## src/speif_pkg.sv

```systemverilog
// package: constants and carrier types of the serial eeprom pin interface
package speif_pkg;

   // ---------------------------------------------------------------
   // clock and timing
   // ---------------------------------------------------------------
   localparam int unsigned CLK_PERIOD_NS         = 10;
   localparam int unsigned INTERNAL_WRITE_TIME_MS = 5;
   localparam int unsigned INTERNAL_WRITE_CYCLES  =
      (INTERNAL_WRITE_TIME_MS * 1000000) / CLK_PERIOD_NS;
   localparam int unsigned POWERUP_READ_DELAY_MS  = 1;
   localparam int unsigned POWERUP_WRITE_DELAY_MS = 1;
   localparam int unsigned POWERUP_CYCLES         =
      (POWERUP_READ_DELAY_MS * 1000000) / CLK_PERIOD_NS;

   // ---------------------------------------------------------------
   // frame layout
   // ---------------------------------------------------------------
   localparam int unsigned BYTE_BITS        = 8;
   localparam int unsigned CNT_W            = 3;
   localparam logic [2:0]  BIT_CNT_RESET    = 3'h0;
   localparam int unsigned GUARD_BIT_POS    = 7;
   localparam logic [7:0]  STATUS_RESET     = 8'h00;
   localparam logic [7:0]  CMD_WRITE_STATUS = 8'h01;
   localparam logic [7:0]  CMD_WRITE_DATA   = 8'h02;

   // ---------------------------------------------------------------
   // carriers
   // ---------------------------------------------------------------
   typedef struct packed {
      logic select_n;
      logic sclk;
      logic serial_in;
      logic pause_n;
      logic write_guard_n;
   } speif_pins_t;

   typedef struct packed {
      logic byte_valid;
      logic [7:0] byte_data;
      logic       first_byte;
   } speif_rx_t;

   typedef enum logic [1:0] {
      SPEIF_IDLE   = 2'b00,
      SPEIF_ACTIVE = 2'b01,
      SPEIF_PAUSED = 2'b11
   } speif_state_t;

endpackage : speif_pkg

```

## src/speif_sync.sv

```systemverilog
// module: two-flop synchronisers for the pin group
module speif_sync #(
   parameter int unsigned WIDTH = 5
) (
   input  wire logic             mclk,
   input  wire logic             sys_rst,
   input  wire logic [WIDTH-1:0] async_in,
   output logic      [WIDTH-1:0] sync_out
);
   logic [WIDTH-1:0] stage1;

   if (WIDTH < 1) begin : g_bad_width
      $error("speif_sync: WIDTH must be at least 1");
   end

   // first stage feeds only the second stage
   always_ff @(posedge mclk) begin
      if (sys_rst) begin
         stage1   <= '1;
         sync_out <= '1;
      end else begin
         stage1   <= async_in;
         sync_out <= stage1;
      end
   end
endmodule : speif_sync

```

## src/speif_core.sv

```systemverilog
// module: serial eeprom pin-level interface, device end
// Operation
// (RULE1) sample serial_in on each rising serial clock, modes (0,0) and (1,1)
// (RULE2) change serial_out on each falling serial clock edge
// (RULE3) select high floats serial_out, standby, internal write still completes
// (RULE4) host frames each transaction with select falling then rising
// (RULE5) guard pin high adds no write inhibition
// (RULE6) guard pin low with enable bit set refuses status writes
// (RULE7) host moves pause pin only while serial clock is low
// (RULE8) after pause, transfer resumes at the same bit position
// (RULE9) paused device floats serial_out, drives again on release
// (RULE10) host ties pause pin high when pausing is unused
// (RULE11) internal write finishes within 5 ms of closing select edge
// (RULE12) host waits up to 1 ms after power-up before access
// (RULE13) paused device ignores clock and data, counters frozen
module speif_core #(
   parameter int unsigned WRITE_CYCLES   = speif_pkg::INTERNAL_WRITE_CYCLES,
   parameter int unsigned POWERUP_CYCLES = speif_pkg::POWERUP_CYCLES
) (
   input  wire logic        mclk,
   input  wire logic        sys_rst,
   input  wire logic        select_n,
   input  wire logic        sclk,
   input  wire logic        serial_in,
   input  wire logic        pause_n,
   input  wire logic        write_guard_n,
   input  wire logic [7:0]  tx_byte,
   output logic             serial_out,
   output logic             serial_out_oe_n,
   output logic             rx_valid,
   output logic [7:0]       rx_byte,
   output logic             rx_first,
   output logic             write_busy,
   output logic             ready,
   output logic [7:0]       status
);

   if (WRITE_CYCLES < 1 || WRITE_CYCLES > 32'h0fffffff) begin : g_bad_write
      $error("speif_core: WRITE_CYCLES out of range");
   end
   if (POWERUP_CYCLES < 1 || POWERUP_CYCLES > 32'h0fffffff) begin : g_bad_powerup
      $error("speif_core: POWERUP_CYCLES out of range");
   end

   // ---------------------------------------------------------------
   // pin synchronisation and edge detection
   // ---------------------------------------------------------------
   speif_pkg::speif_pins_t pins_raw;
   speif_pkg::speif_pins_t pins;
   logic                   sclk_prev;
   logic                   sel_prev;

   assign pins_raw = '{select_n: select_n, sclk: sclk, serial_in: serial_in,
                       pause_n: pause_n, write_guard_n: write_guard_n};

   speif_sync #(.WIDTH(5)) u_sync (
      .mclk     (mclk),
      .sys_rst  (sys_rst),
      .async_in (pins_raw),
      .sync_out (pins)
   );

   logic sclk_rise;
   logic sclk_fall;
   logic sel_rise;
   logic sel_fall;
   assign sclk_rise = pins.sclk & ~sclk_prev;
   assign sclk_fall = ~pins.sclk & sclk_prev;
   assign sel_rise  = pins.select_n & ~sel_prev;
   assign sel_fall  = ~pins.select_n & sel_prev;

   // ---------------------------------------------------------------
   // framing state
   // ---------------------------------------------------------------
   speif_pkg::speif_state_t state;
   speif_pkg::speif_state_t next_state;
   logic [2:0]  bit_cnt;
   logic [2:0]  next_bit_cnt;
   logic [7:0]  shift_in;
   logic [7:0]  next_shift_in;
   logic [7:0]  shift_out;
   logic [7:0]  next_shift_out;
   logic        next_serial_out;
   logic        next_oe_n;
   logic        next_rx_valid;
   logic [7:0]  next_rx_byte;
   logic        next_rx_first;
   logic        first_pending;
   logic        next_first_pending;
   logic [7:0]  opcode;
   logic [7:0]  next_opcode;
   logic        write_seen;
   logic        next_write_seen;
   logic        byte_done;

   assign byte_done = (bit_cnt == 3'h7);

   always_comb begin
      next_state         = state;
      next_bit_cnt       = bit_cnt;
      next_shift_in      = shift_in;
      next_shift_out     = shift_out;
      next_serial_out    = serial_out;
      next_oe_n          = serial_out_oe_n;
      next_rx_valid      = 1'b0;
      next_rx_byte       = rx_byte;
      next_rx_first      = rx_first;
      next_first_pending = first_pending;
      next_opcode        = opcode;
      next_write_seen    = write_seen;
      unique case (state)
         speif_pkg::SPEIF_IDLE: begin
            next_oe_n = 1'b1;                                          // RULE3
            if (sel_fall && ready) begin                               // RULE4
               next_state         = speif_pkg::SPEIF_ACTIVE;
               next_bit_cnt       = speif_pkg::BIT_CNT_RESET;
               next_first_pending = 1'b1;
               next_write_seen    = 1'b0;
               next_shift_out     = tx_byte;
               next_serial_out    = tx_byte[7];
               next_oe_n          = 1'b0;
            end
         end
         speif_pkg::SPEIF_ACTIVE: begin
            if (pins.select_n) begin
               next_state = speif_pkg::SPEIF_IDLE;                     // RULE4
               next_oe_n  = 1'b1;                                      // RULE3
            end else if (!pins.pause_n) begin
               next_state = speif_pkg::SPEIF_PAUSED;
               next_oe_n  = 1'b1;                                      // RULE9
            end else begin
               if (sclk_rise) begin                                    // RULE1
                  next_shift_in = {shift_in[6:0], pins.serial_in};
                  next_bit_cnt  = bit_cnt + 3'h1;
                  if (byte_done) begin
                     next_rx_valid      = 1'b1;
                     next_rx_byte       = {shift_in[6:0], pins.serial_in};
                     next_rx_first      = first_pending;
                     next_first_pending = 1'b0;
                     if (first_pending) begin
                        next_opcode = {shift_in[6:0], pins.serial_in};
                     end else begin
                        next_write_seen = 1'b1;
                     end
                  end
               end
               if (sclk_fall) begin                                    // RULE2
                  if (bit_cnt == speif_pkg::BIT_CNT_RESET) begin
                     next_shift_out  = tx_byte;
                     next_serial_out = tx_byte[7];
                  end else begin
                     next_shift_out  = {shift_out[6:0], 1'b0};
                     next_serial_out = shift_out[6];
                  end
               end
            end
         end
         speif_pkg::SPEIF_PAUSED: begin
            next_oe_n = 1'b1;                                          // RULE13
            if (pins.select_n) begin
               next_state = speif_pkg::SPEIF_IDLE;
            end else if (pins.pause_n) begin
               next_state = speif_pkg::SPEIF_ACTIVE;                   // RULE8
               next_oe_n  = 1'b0;                                      // RULE9
            end
         end
         default: begin
            next_state = speif_pkg::SPEIF_IDLE;
            next_oe_n  = 1'b1;
         end
      endcase
   end

   always_ff @(posedge mclk) begin
      if (sys_rst) begin
         state           <= speif_pkg::SPEIF_IDLE;
         bit_cnt         <= speif_pkg::BIT_CNT_RESET;
         shift_in        <= 8'h00;
         shift_out       <= 8'h00;
         serial_out      <= 1'b0;
         serial_out_oe_n <= 1'b1;
         rx_valid        <= 1'b0;
         rx_byte         <= 8'h00;
         rx_first        <= 1'b0;
         first_pending   <= 1'b0;
         opcode          <= 8'h00;
         write_seen      <= 1'b0;
         sclk_prev       <= 1'b1; // synchroniser resets high: no false edge
         sel_prev        <= 1'b1;
      end else begin
         state           <= next_state;
         bit_cnt         <= next_bit_cnt;
         shift_in        <= next_shift_in;
         shift_out       <= next_shift_out;
         serial_out      <= next_serial_out;
         serial_out_oe_n <= next_oe_n;
         rx_valid        <= next_rx_valid;
         rx_byte         <= next_rx_byte;
         rx_first        <= next_rx_first;
         first_pending   <= next_first_pending;
         opcode          <= next_opcode;
         write_seen      <= next_write_seen;
         sclk_prev       <= pins.sclk;
         sel_prev        <= pins.select_n;
      end
   end

   // ---------------------------------------------------------------
   // status byte, write guard and self-timed write
   // ---------------------------------------------------------------
   logic        status_blocked;
   logic        commit;
   logic        commit_status;
   logic [31:0] wr_cnt;
   logic [31:0] next_wr_cnt;
   logic [31:0] pu_cnt;
   logic [31:0] next_pu_cnt;
   logic [7:0]  next_status;
   logic        next_write_busy;
   logic        next_ready;

   // the guard pin only blocks status writes, and only with the enable bit set
   assign status_blocked = ~pins.write_guard_n & status[speif_pkg::GUARD_BIT_POS]; // RULE6 RULE5
   assign commit         = (state == speif_pkg::SPEIF_ACTIVE) && sel_rise && write_seen
                           && bit_cnt == speif_pkg::BIT_CNT_RESET
                           && (opcode == speif_pkg::CMD_WRITE_DATA
                               || (opcode == speif_pkg::CMD_WRITE_STATUS && !status_blocked));
   assign commit_status  = commit && opcode == speif_pkg::CMD_WRITE_STATUS;

   always_comb begin
      next_status     = status;
      next_wr_cnt     = wr_cnt;
      next_write_busy = write_busy;
      next_pu_cnt     = pu_cnt;
      next_ready      = ready;
      // power-up hold-off keeps the host out until the delay is over
      if (pu_cnt != 32'h0) begin
         next_pu_cnt = pu_cnt - 32'h1;
      end else begin
         next_ready = 1'b1;
      end
      if (commit) begin                                                // RULE11
         next_wr_cnt     = WRITE_CYCLES[31:0] - 32'h1;
         next_write_busy = 1'b1;
         if (commit_status) begin
            next_status = rx_byte;
         end
      end else if (wr_cnt != 32'h0) begin                              // RULE3
         next_wr_cnt = wr_cnt - 32'h1;
      end else begin
         next_write_busy = 1'b0;
      end
      next_status[0] = next_write_busy;
   end

   always_ff @(posedge mclk) begin
      if (sys_rst) begin
         status     <= speif_pkg::STATUS_RESET;
         wr_cnt     <= 32'h0;
         write_busy <= 1'b0;
         pu_cnt     <= POWERUP_CYCLES[31:0];
         ready      <= 1'b0;
      end else begin
         status     <= next_status;
         wr_cnt     <= next_wr_cnt;
         write_busy <= next_write_busy;
         pu_cnt     <= next_pu_cnt;
         ready      <= next_ready;
      end
   end
endmodule : speif_core

```

## config.mk

```make
export PLATFORM = sky130hd
export DESIGN_NAME = speif_core
export DESIGN_NICKNAME = d
export VERILOG_FILES = /design/src/speif_pkg.sv /design/src/speif_sync.sv /design/src/speif_core.sv
export SDC_FILE = /design/constraint.sdc
export NUM_CORES = 1
export LEC_CHECK = 0
export BUFFER_PORTS_ARGS = -buffer_cell sky130_fd_sc_hd__buf_2
export CAP_MARGIN = 20
export CORE_ASPECT_RATIO = 1.4
export CORE_UTILIZATION = 55
export DETAILED_ROUTE_END_ITERATION = 10
export PLACE_DENSITY = 0.84
export SYNTH_ARGS = -nofsm -noshare
export SYNTH_HDL_FRONTEND = slang
export SYNTH_SLANG_ARGS = --single-unit
```

## constraint.sdc

```tcl
create_clock -name mclk -period 8.57 [get_ports mclk]
set_input_delay 1.2855 -clock mclk [delete_from_list [all_inputs] [get_ports mclk]]
set_output_delay 1.2855 -clock mclk [all_outputs]
set_load 0.1 [all_outputs]
```

-- Word level (Yosys, flattened, before mapping)
Cells that the tools add are included.
Widths: inputs -> output; s select.
- bits in registers: 126
- output and inout port bits: 22
- bits of input ports: 15
- word-level logic and storage cells: 126
- equal/unequal tests: 15
- $add $sub $neg: 3
- reductions and logical operators: 26
- bitwise gates (word level): 13
- muxes and demuxes: 47
- operators by type and width (operator ; count):
    $reduce_bool 32->1 ; 2
    $sub 32x1->32 const B ; 2
    $mux 19 ; 2
    $mux 7 ; 5
    $mux 1 ; 24
    $reduce_and 5->1 ; 3
    $ne 2x2->1 const B ; 7
    $pmux 7 s2 ; 1
    $mux 3 ; 4
    $reduce_and 6->1 ; 2
    $mux 2 ; 5
    $eq 8x1->1 const B ; 1
    $eq 8x2->1 const B ; 1
    $not 1->1 ; 8
    $logic_and 1x1->1 ; 7
    $reduce_and 7->1 ; 1
    $pmux 1 s2 ; 3
    $pmux 2 s3 ; 1
    $pmux 3 s2 ; 1
    $and 1x1->1 ; 5
    $reduce_or 5->1 ; 1
    $reduce_and 4->1 ; 1
    $reduce_bool 2->1 ; 2
    $add 3x1->3 const B ; 1
    14 further kinds ; 14

-- Longest topological paths before layout
- word-level depth: 8
- depth in mapped cells: 9
- mapped depth without buffers: 7

-- Hierarchy
A second synthesis with hierarchy kept.
- cells, all modules: 632
- area, all modules: 5626.6 µm²
- modules (own cells, without submodules) (module ; seq. area each (µm²) ; area each (µm²) ; times used ; cells each):
    speif_core ; 2322.2 ; 5363.9 ; 1 ; 612
    speif_sync ; 200.2 ; 262.8 ; 1 ; 20

-- Worst setup path before layout
OpenSTA, ideal clock, no wires.
- path kind: reg2reg
- start point: register pu_cnt[14]
- end point: register pu_cnt[27]
- required time: 8.500 ns
- data arrival time: 2.724 ns
- period minus slack after synthesis: 2.795 ns
- library setup time: 0.070 ns
- path slack: 5.775 ns
- cell stages (with the launch flop): 8
- buffers on the path: 2
- cells stage by stage: dfxtp_1 -> or4_4 -> or4_1 -> buf_2 -> or4b_1 -> buf_2 -> or4b_1 -> a21oi_1
- word-level cells in the longest chain between the ends: 1
- elaborated cells between the ends (all ways): 2
- those cells by class: add/sub: 1; reduce/logical: 1
- RTL lines (item ; RTL line ; source):
    start, declared ; speif_core.sv:216 ; logic [31:0] pu_cnt;
    start signal, assigned ; speif_core.sv:261 ; pu_cnt <= POWERUP_CYCLES[31:0];
    start signal, assigned ; speif_core.sv:267 ; pu_cnt <= next_pu_cnt;
    $sub 32x1->32 / $reduce_bool 32->1 (equally long branches) ; speif_core.sv:238, speif_core.sv:237 ;
Parallel ways exist; a longest one is shown, timed or not.
A chain may end at the register's enable or synchronous reset.

-- Final worst setup path
Ends and elaborated chain as after synthesis.

==> results.txt <==
----------------------------------------------------
[Synth]
  Number of flip-flops and latches in the synthesized netlist ... 126
  Share of async-settable or async-resettable flops after synthesis ... 0%
  Number of flops mapped to enable cells by yosys ... 0
  Most common cell in the synthesized netlist ... sky130_fd_sc_hd__dfxtp_1
  Area fraction in compound gates after synthesis ... 15.82%
  Xor and xnor fraction of the mapped netlist area ... 2.674%
  Synthesized netlist net count ... 652
  Simple-gate area share of the yosys netlist ... 24.52%
  Sequential element share of the synthesized area ... 45.30%
  Post-synthesis cell type with the largest combined area ... sky130_fd_sc_hd__dfxtp_1
  Unique cell type count in the Yosys netlist ... 50
  Most instantiated cells after synthesis ... 126 x sky130_fd_sc_hd__dfxtp_1, 68 x sky130_fd_sc_hd__nor2_1, 55 x sky130_fd_sc_hd__a21oi_1, 32 x sky130_fd_sc_hd__mux2i_1, 30 x sky130_fd_sc_hd__clkbuf_1
  Post-synthesis mux area share ... 5.955%
  Synthesized cell area ... 5568 um2
  Share of the synthesized area in the top cell type ... 45.30%
  Synth warn ... 0
  Post-Synth Adder-Cell Area ... 2.247%
  Cells after synthesis ... 627
  Avg Synthesized Cell Area ... 8.880 um2
  Post-synth top flop ... sky130_fd_sc_hd__dfxtp_1
  Leading cell types by total area after synthesis ... sky130_fd_sc_hd__dfxtp_1 45%, sky130_fd_sc_hd__mux2i_1 5.8%, sky130_fd_sc_hd__a21oi_1 4.9%, sky130_fd_sc_hd__nor2_1 4.6%, sky130_fd_sc_hd__or4_1 3.5%
  Combinational family with the most area after synthesis ... simple AND/OR/NAND/NOR gates

[GRT]
  Antenna violations before repair ... 0
  Maximum number of pins on one net before global-route repair ... 57
  Via count of the first global-routing pass ... 4,628
  Global-route wire length before repair ... 20.17 mm
  Grt ovf ... 0
  GRT Util Overall ... 24.15%

[Die]
  Die Outline Area ... 10,540 um2
  Overall die height ... 121.1 um
  Core Rows ... 43
  Starting density of the core ... 56.24%
  Count of pins on the block boundary ... 37
  Floorplan die width ... 87.04 um
  Core region area ... 9899 um2

[STA]
  Highest clock frequency the design can meet ... 310.1 MHz
  Worst slew margin relative to its limit ... 36.04%
  Sum Neg Setup Slack ... 0 ns
  Worst-case clock skew ... 0.007270 ns
  Actual slew at the worst max-slew pin ... 0.9512 ns
  Clock period minus final worst setup slack ... 3.225 ns
  # setup viols final ... 0
  RSZ-0062 raised after global routing ... no
  Final hold violation count ... 0
  Period utilisation layout ... 37.63%
  Final worst setup slack ... 5.345 ns
  Max-slew violation total from the final report ... 0

[Drt]
  DRC violations left ... 0
  Number of routed nets with antenna violations ... 0
  Average wire per standard cell ... 15.23 um
  Total wire length after detailed routing ... 12.20 mm
  DR pass1 iterations ... 5
  Via/cell ratio ... 6.034
  Vias after detailed routing ... 4,833
  First-iteration detailed-routing DRC count ... 253

[Clocking]
  CTS buffer count ... 17
  CTS tree ... built
  Clock slew seen by the registers of the worst setup and hold paths ... 0.06 ns
  # resized after CTS ... 0
  Number of H-tree levels ... 4
  Max Root-Sink Buffers ... 2
  Root Driver ... sky130_fd_sc_hd__clkbuf_16
  Setup bufs post-CTS ... 0
  Quantity of hold-fixing buffers added after cts ... 0
  Source-to-sink clock delay at the later pin of the worst-skew pair ... 0.42 ns
  CTS sink cnt ... 126

[Min path]
  Hold/Removal Path Class ... flip-flop to flip-flop
  Hold depth ... 1

[Setup path]
  Worst Setup Start Kind ... flip-flop
  CP required ... 8.90 ns
  Classification of the worst setup path ... flip-flop to flip-flop
  Worst-path fanout max ... 16
  Crit end category ... flip-flop
  Cell count of the worst reg-to-reg path ... 5
  Worst path arrival time ... 3.55 ns

[Place]
  Last weighted congestion value of the routability-driven placer ... 0.8547
  Post-place setup slack ... 5.152 ns
  Detailed placement HPWL ... 8.061 mm
  Port Buf Inserts ... 36

[Layout]
  Post-layout nets ... 678
  Count of antenna diodes in the layout ... 0
  Fraction of final layout cells with drive strength greater than 1 ... 14.26%
  Area growth, synth to finish ... 14.99%

[Power]
  Sum of internal, switching and leakage power ... 2.111 mW
  Power density over cell area ... 329.8 nW/um2
  Worst IR drop on VDD ... 186.0 uV
  Pleak ... 2.477 nW

[Outcome]
  Outcome ... finished, final reports clean

[Job]
  Count of maximum capacitance violations ... 0

----------------------------------------------------
## path summary, 6_finish.rpt
path                                       start            endpoint  slack [ns]
worst max-delay path                  pu_cnt[14]          pu_cnt[27]        5.35
worst min-delay path            u_sync.stage1[3]  u_sync.sync_out[3]        0.42
worst max register to register        pu_cnt[14]          pu_cnt[27]        5.35
worst min register to register  u_sync.stage1[3]  u_sync.sync_out[3]        0.42
## registers in the layout, summed over array words and instances, names as in the netlist, 2 cells and up
register	cells
u_sync.sync_out	5
bit_cnt	3
shift_in	7
shift_out	7
u_sync.stage1	5
wr_cnt	32
opcode	8
state	2
status	8
pu_cnt	32
rx_byte	8
## metal layers
layer / up-vias / share of wire, % / routed length (um) / track usage, %
met3: 30 / 2.9 / 353 / 5.714
met5: - / 0 / 0 / 0
met4: 0 / 2.3 / 279 / 12.19
met2: 105 / 54 / 6639 / 43.16
li1: 2352 / - / - / -
met1: 2346 / 40 / 4924 / 26.09
## layout make-up
type | count | area (um2)
tap | 135 | 168.9
inverter | 16 | 60.06
sequential | 126 | 2522
multi-input combinational | 451 | 2853
timing repair buffer | 41 | 215.2
fill | 805 | 3497
clock inverter | 12 | 126.4
clock buffer | 20 | 456.7
## worst max-delay path, cell delays in order, from the launching register on
cell                      delay [ns]
sky130_fd_sc_hd__dfxtp_1        0.36
sky130_fd_sc_hd__or4_4          0.58
sky130_fd_sc_hd__or4_1          0.75
sky130_fd_sc_hd__or4b_1         0.71
sky130_fd_sc_hd__or4b_1         0.55
sky130_fd_sc_hd__a21oi_1        0.19
## where the power goes
group | internal [mW] | total [mW] | leakage [nW] | switching [mW]
clock network | 0.422 | 0.697 | 0.281 | 0.275
logic | 0.249 | 0.666 | 1.17 | 0.417
registers | 0.667 | 0.748 | 1.02 | 0.0811
## layout by cell type, fill, tap and decap left out, types with 8 or more instances in the layout
cell type	count
sky130_fd_sc_hd__nor2_1	68
sky130_fd_sc_hd__nand3_1	16
sky130_fd_sc_hd__nor4_1	16
sky130_fd_sc_hd__ha_1	10
sky130_fd_sc_hd__xor2_1	9
sky130_fd_sc_hd__a211oi_1	10
sky130_fd_sc_hd__dfxtp_1	126
sky130_fd_sc_hd__mux2i_1	32
sky130_fd_sc_hd__clkbuf_16	17
sky130_fd_sc_hd__nand2b_1	9
sky130_fd_sc_hd__or2_2	18
sky130_fd_sc_hd__or3_1	29
sky130_fd_sc_hd__nand2_1	27
sky130_fd_sc_hd__xnor2_1	8
sky130_fd_sc_hd__buf_2	36
sky130_fd_sc_hd__o31ai_1	25
sky130_fd_sc_hd__or4_1	26
sky130_fd_sc_hd__inv_1	16
sky130_fd_sc_hd__o21ai_0	22
sky130_fd_sc_hd__a21oi_1	55
sky130_fd_sc_hd__nor3_1	11
## through the flow
step	utilization [%]	instances	cell area, um2	hold slack [ns]
final	64.67	801	6402	0.4163
after global routing	64.67	801	6402	0.4349
after CTS	64.47	798	6382	0.4208
after detailed placement	58.58	766	5799	0.4035
after global placement	58.58	766	5799	0.3958
after floorplan	-	627	5568	0.3895
## kinds of logic after synthesis
group                      count (synthesis)
xor gates and xnor gates                  17
AOI/OAI and AO/OA                        142
adders and majority gates                 10
muxes                                     33
DFF                                      126
and+or+nand+nor                          249
buffers and inverters                     50
(Power assumes the default switching activity.)
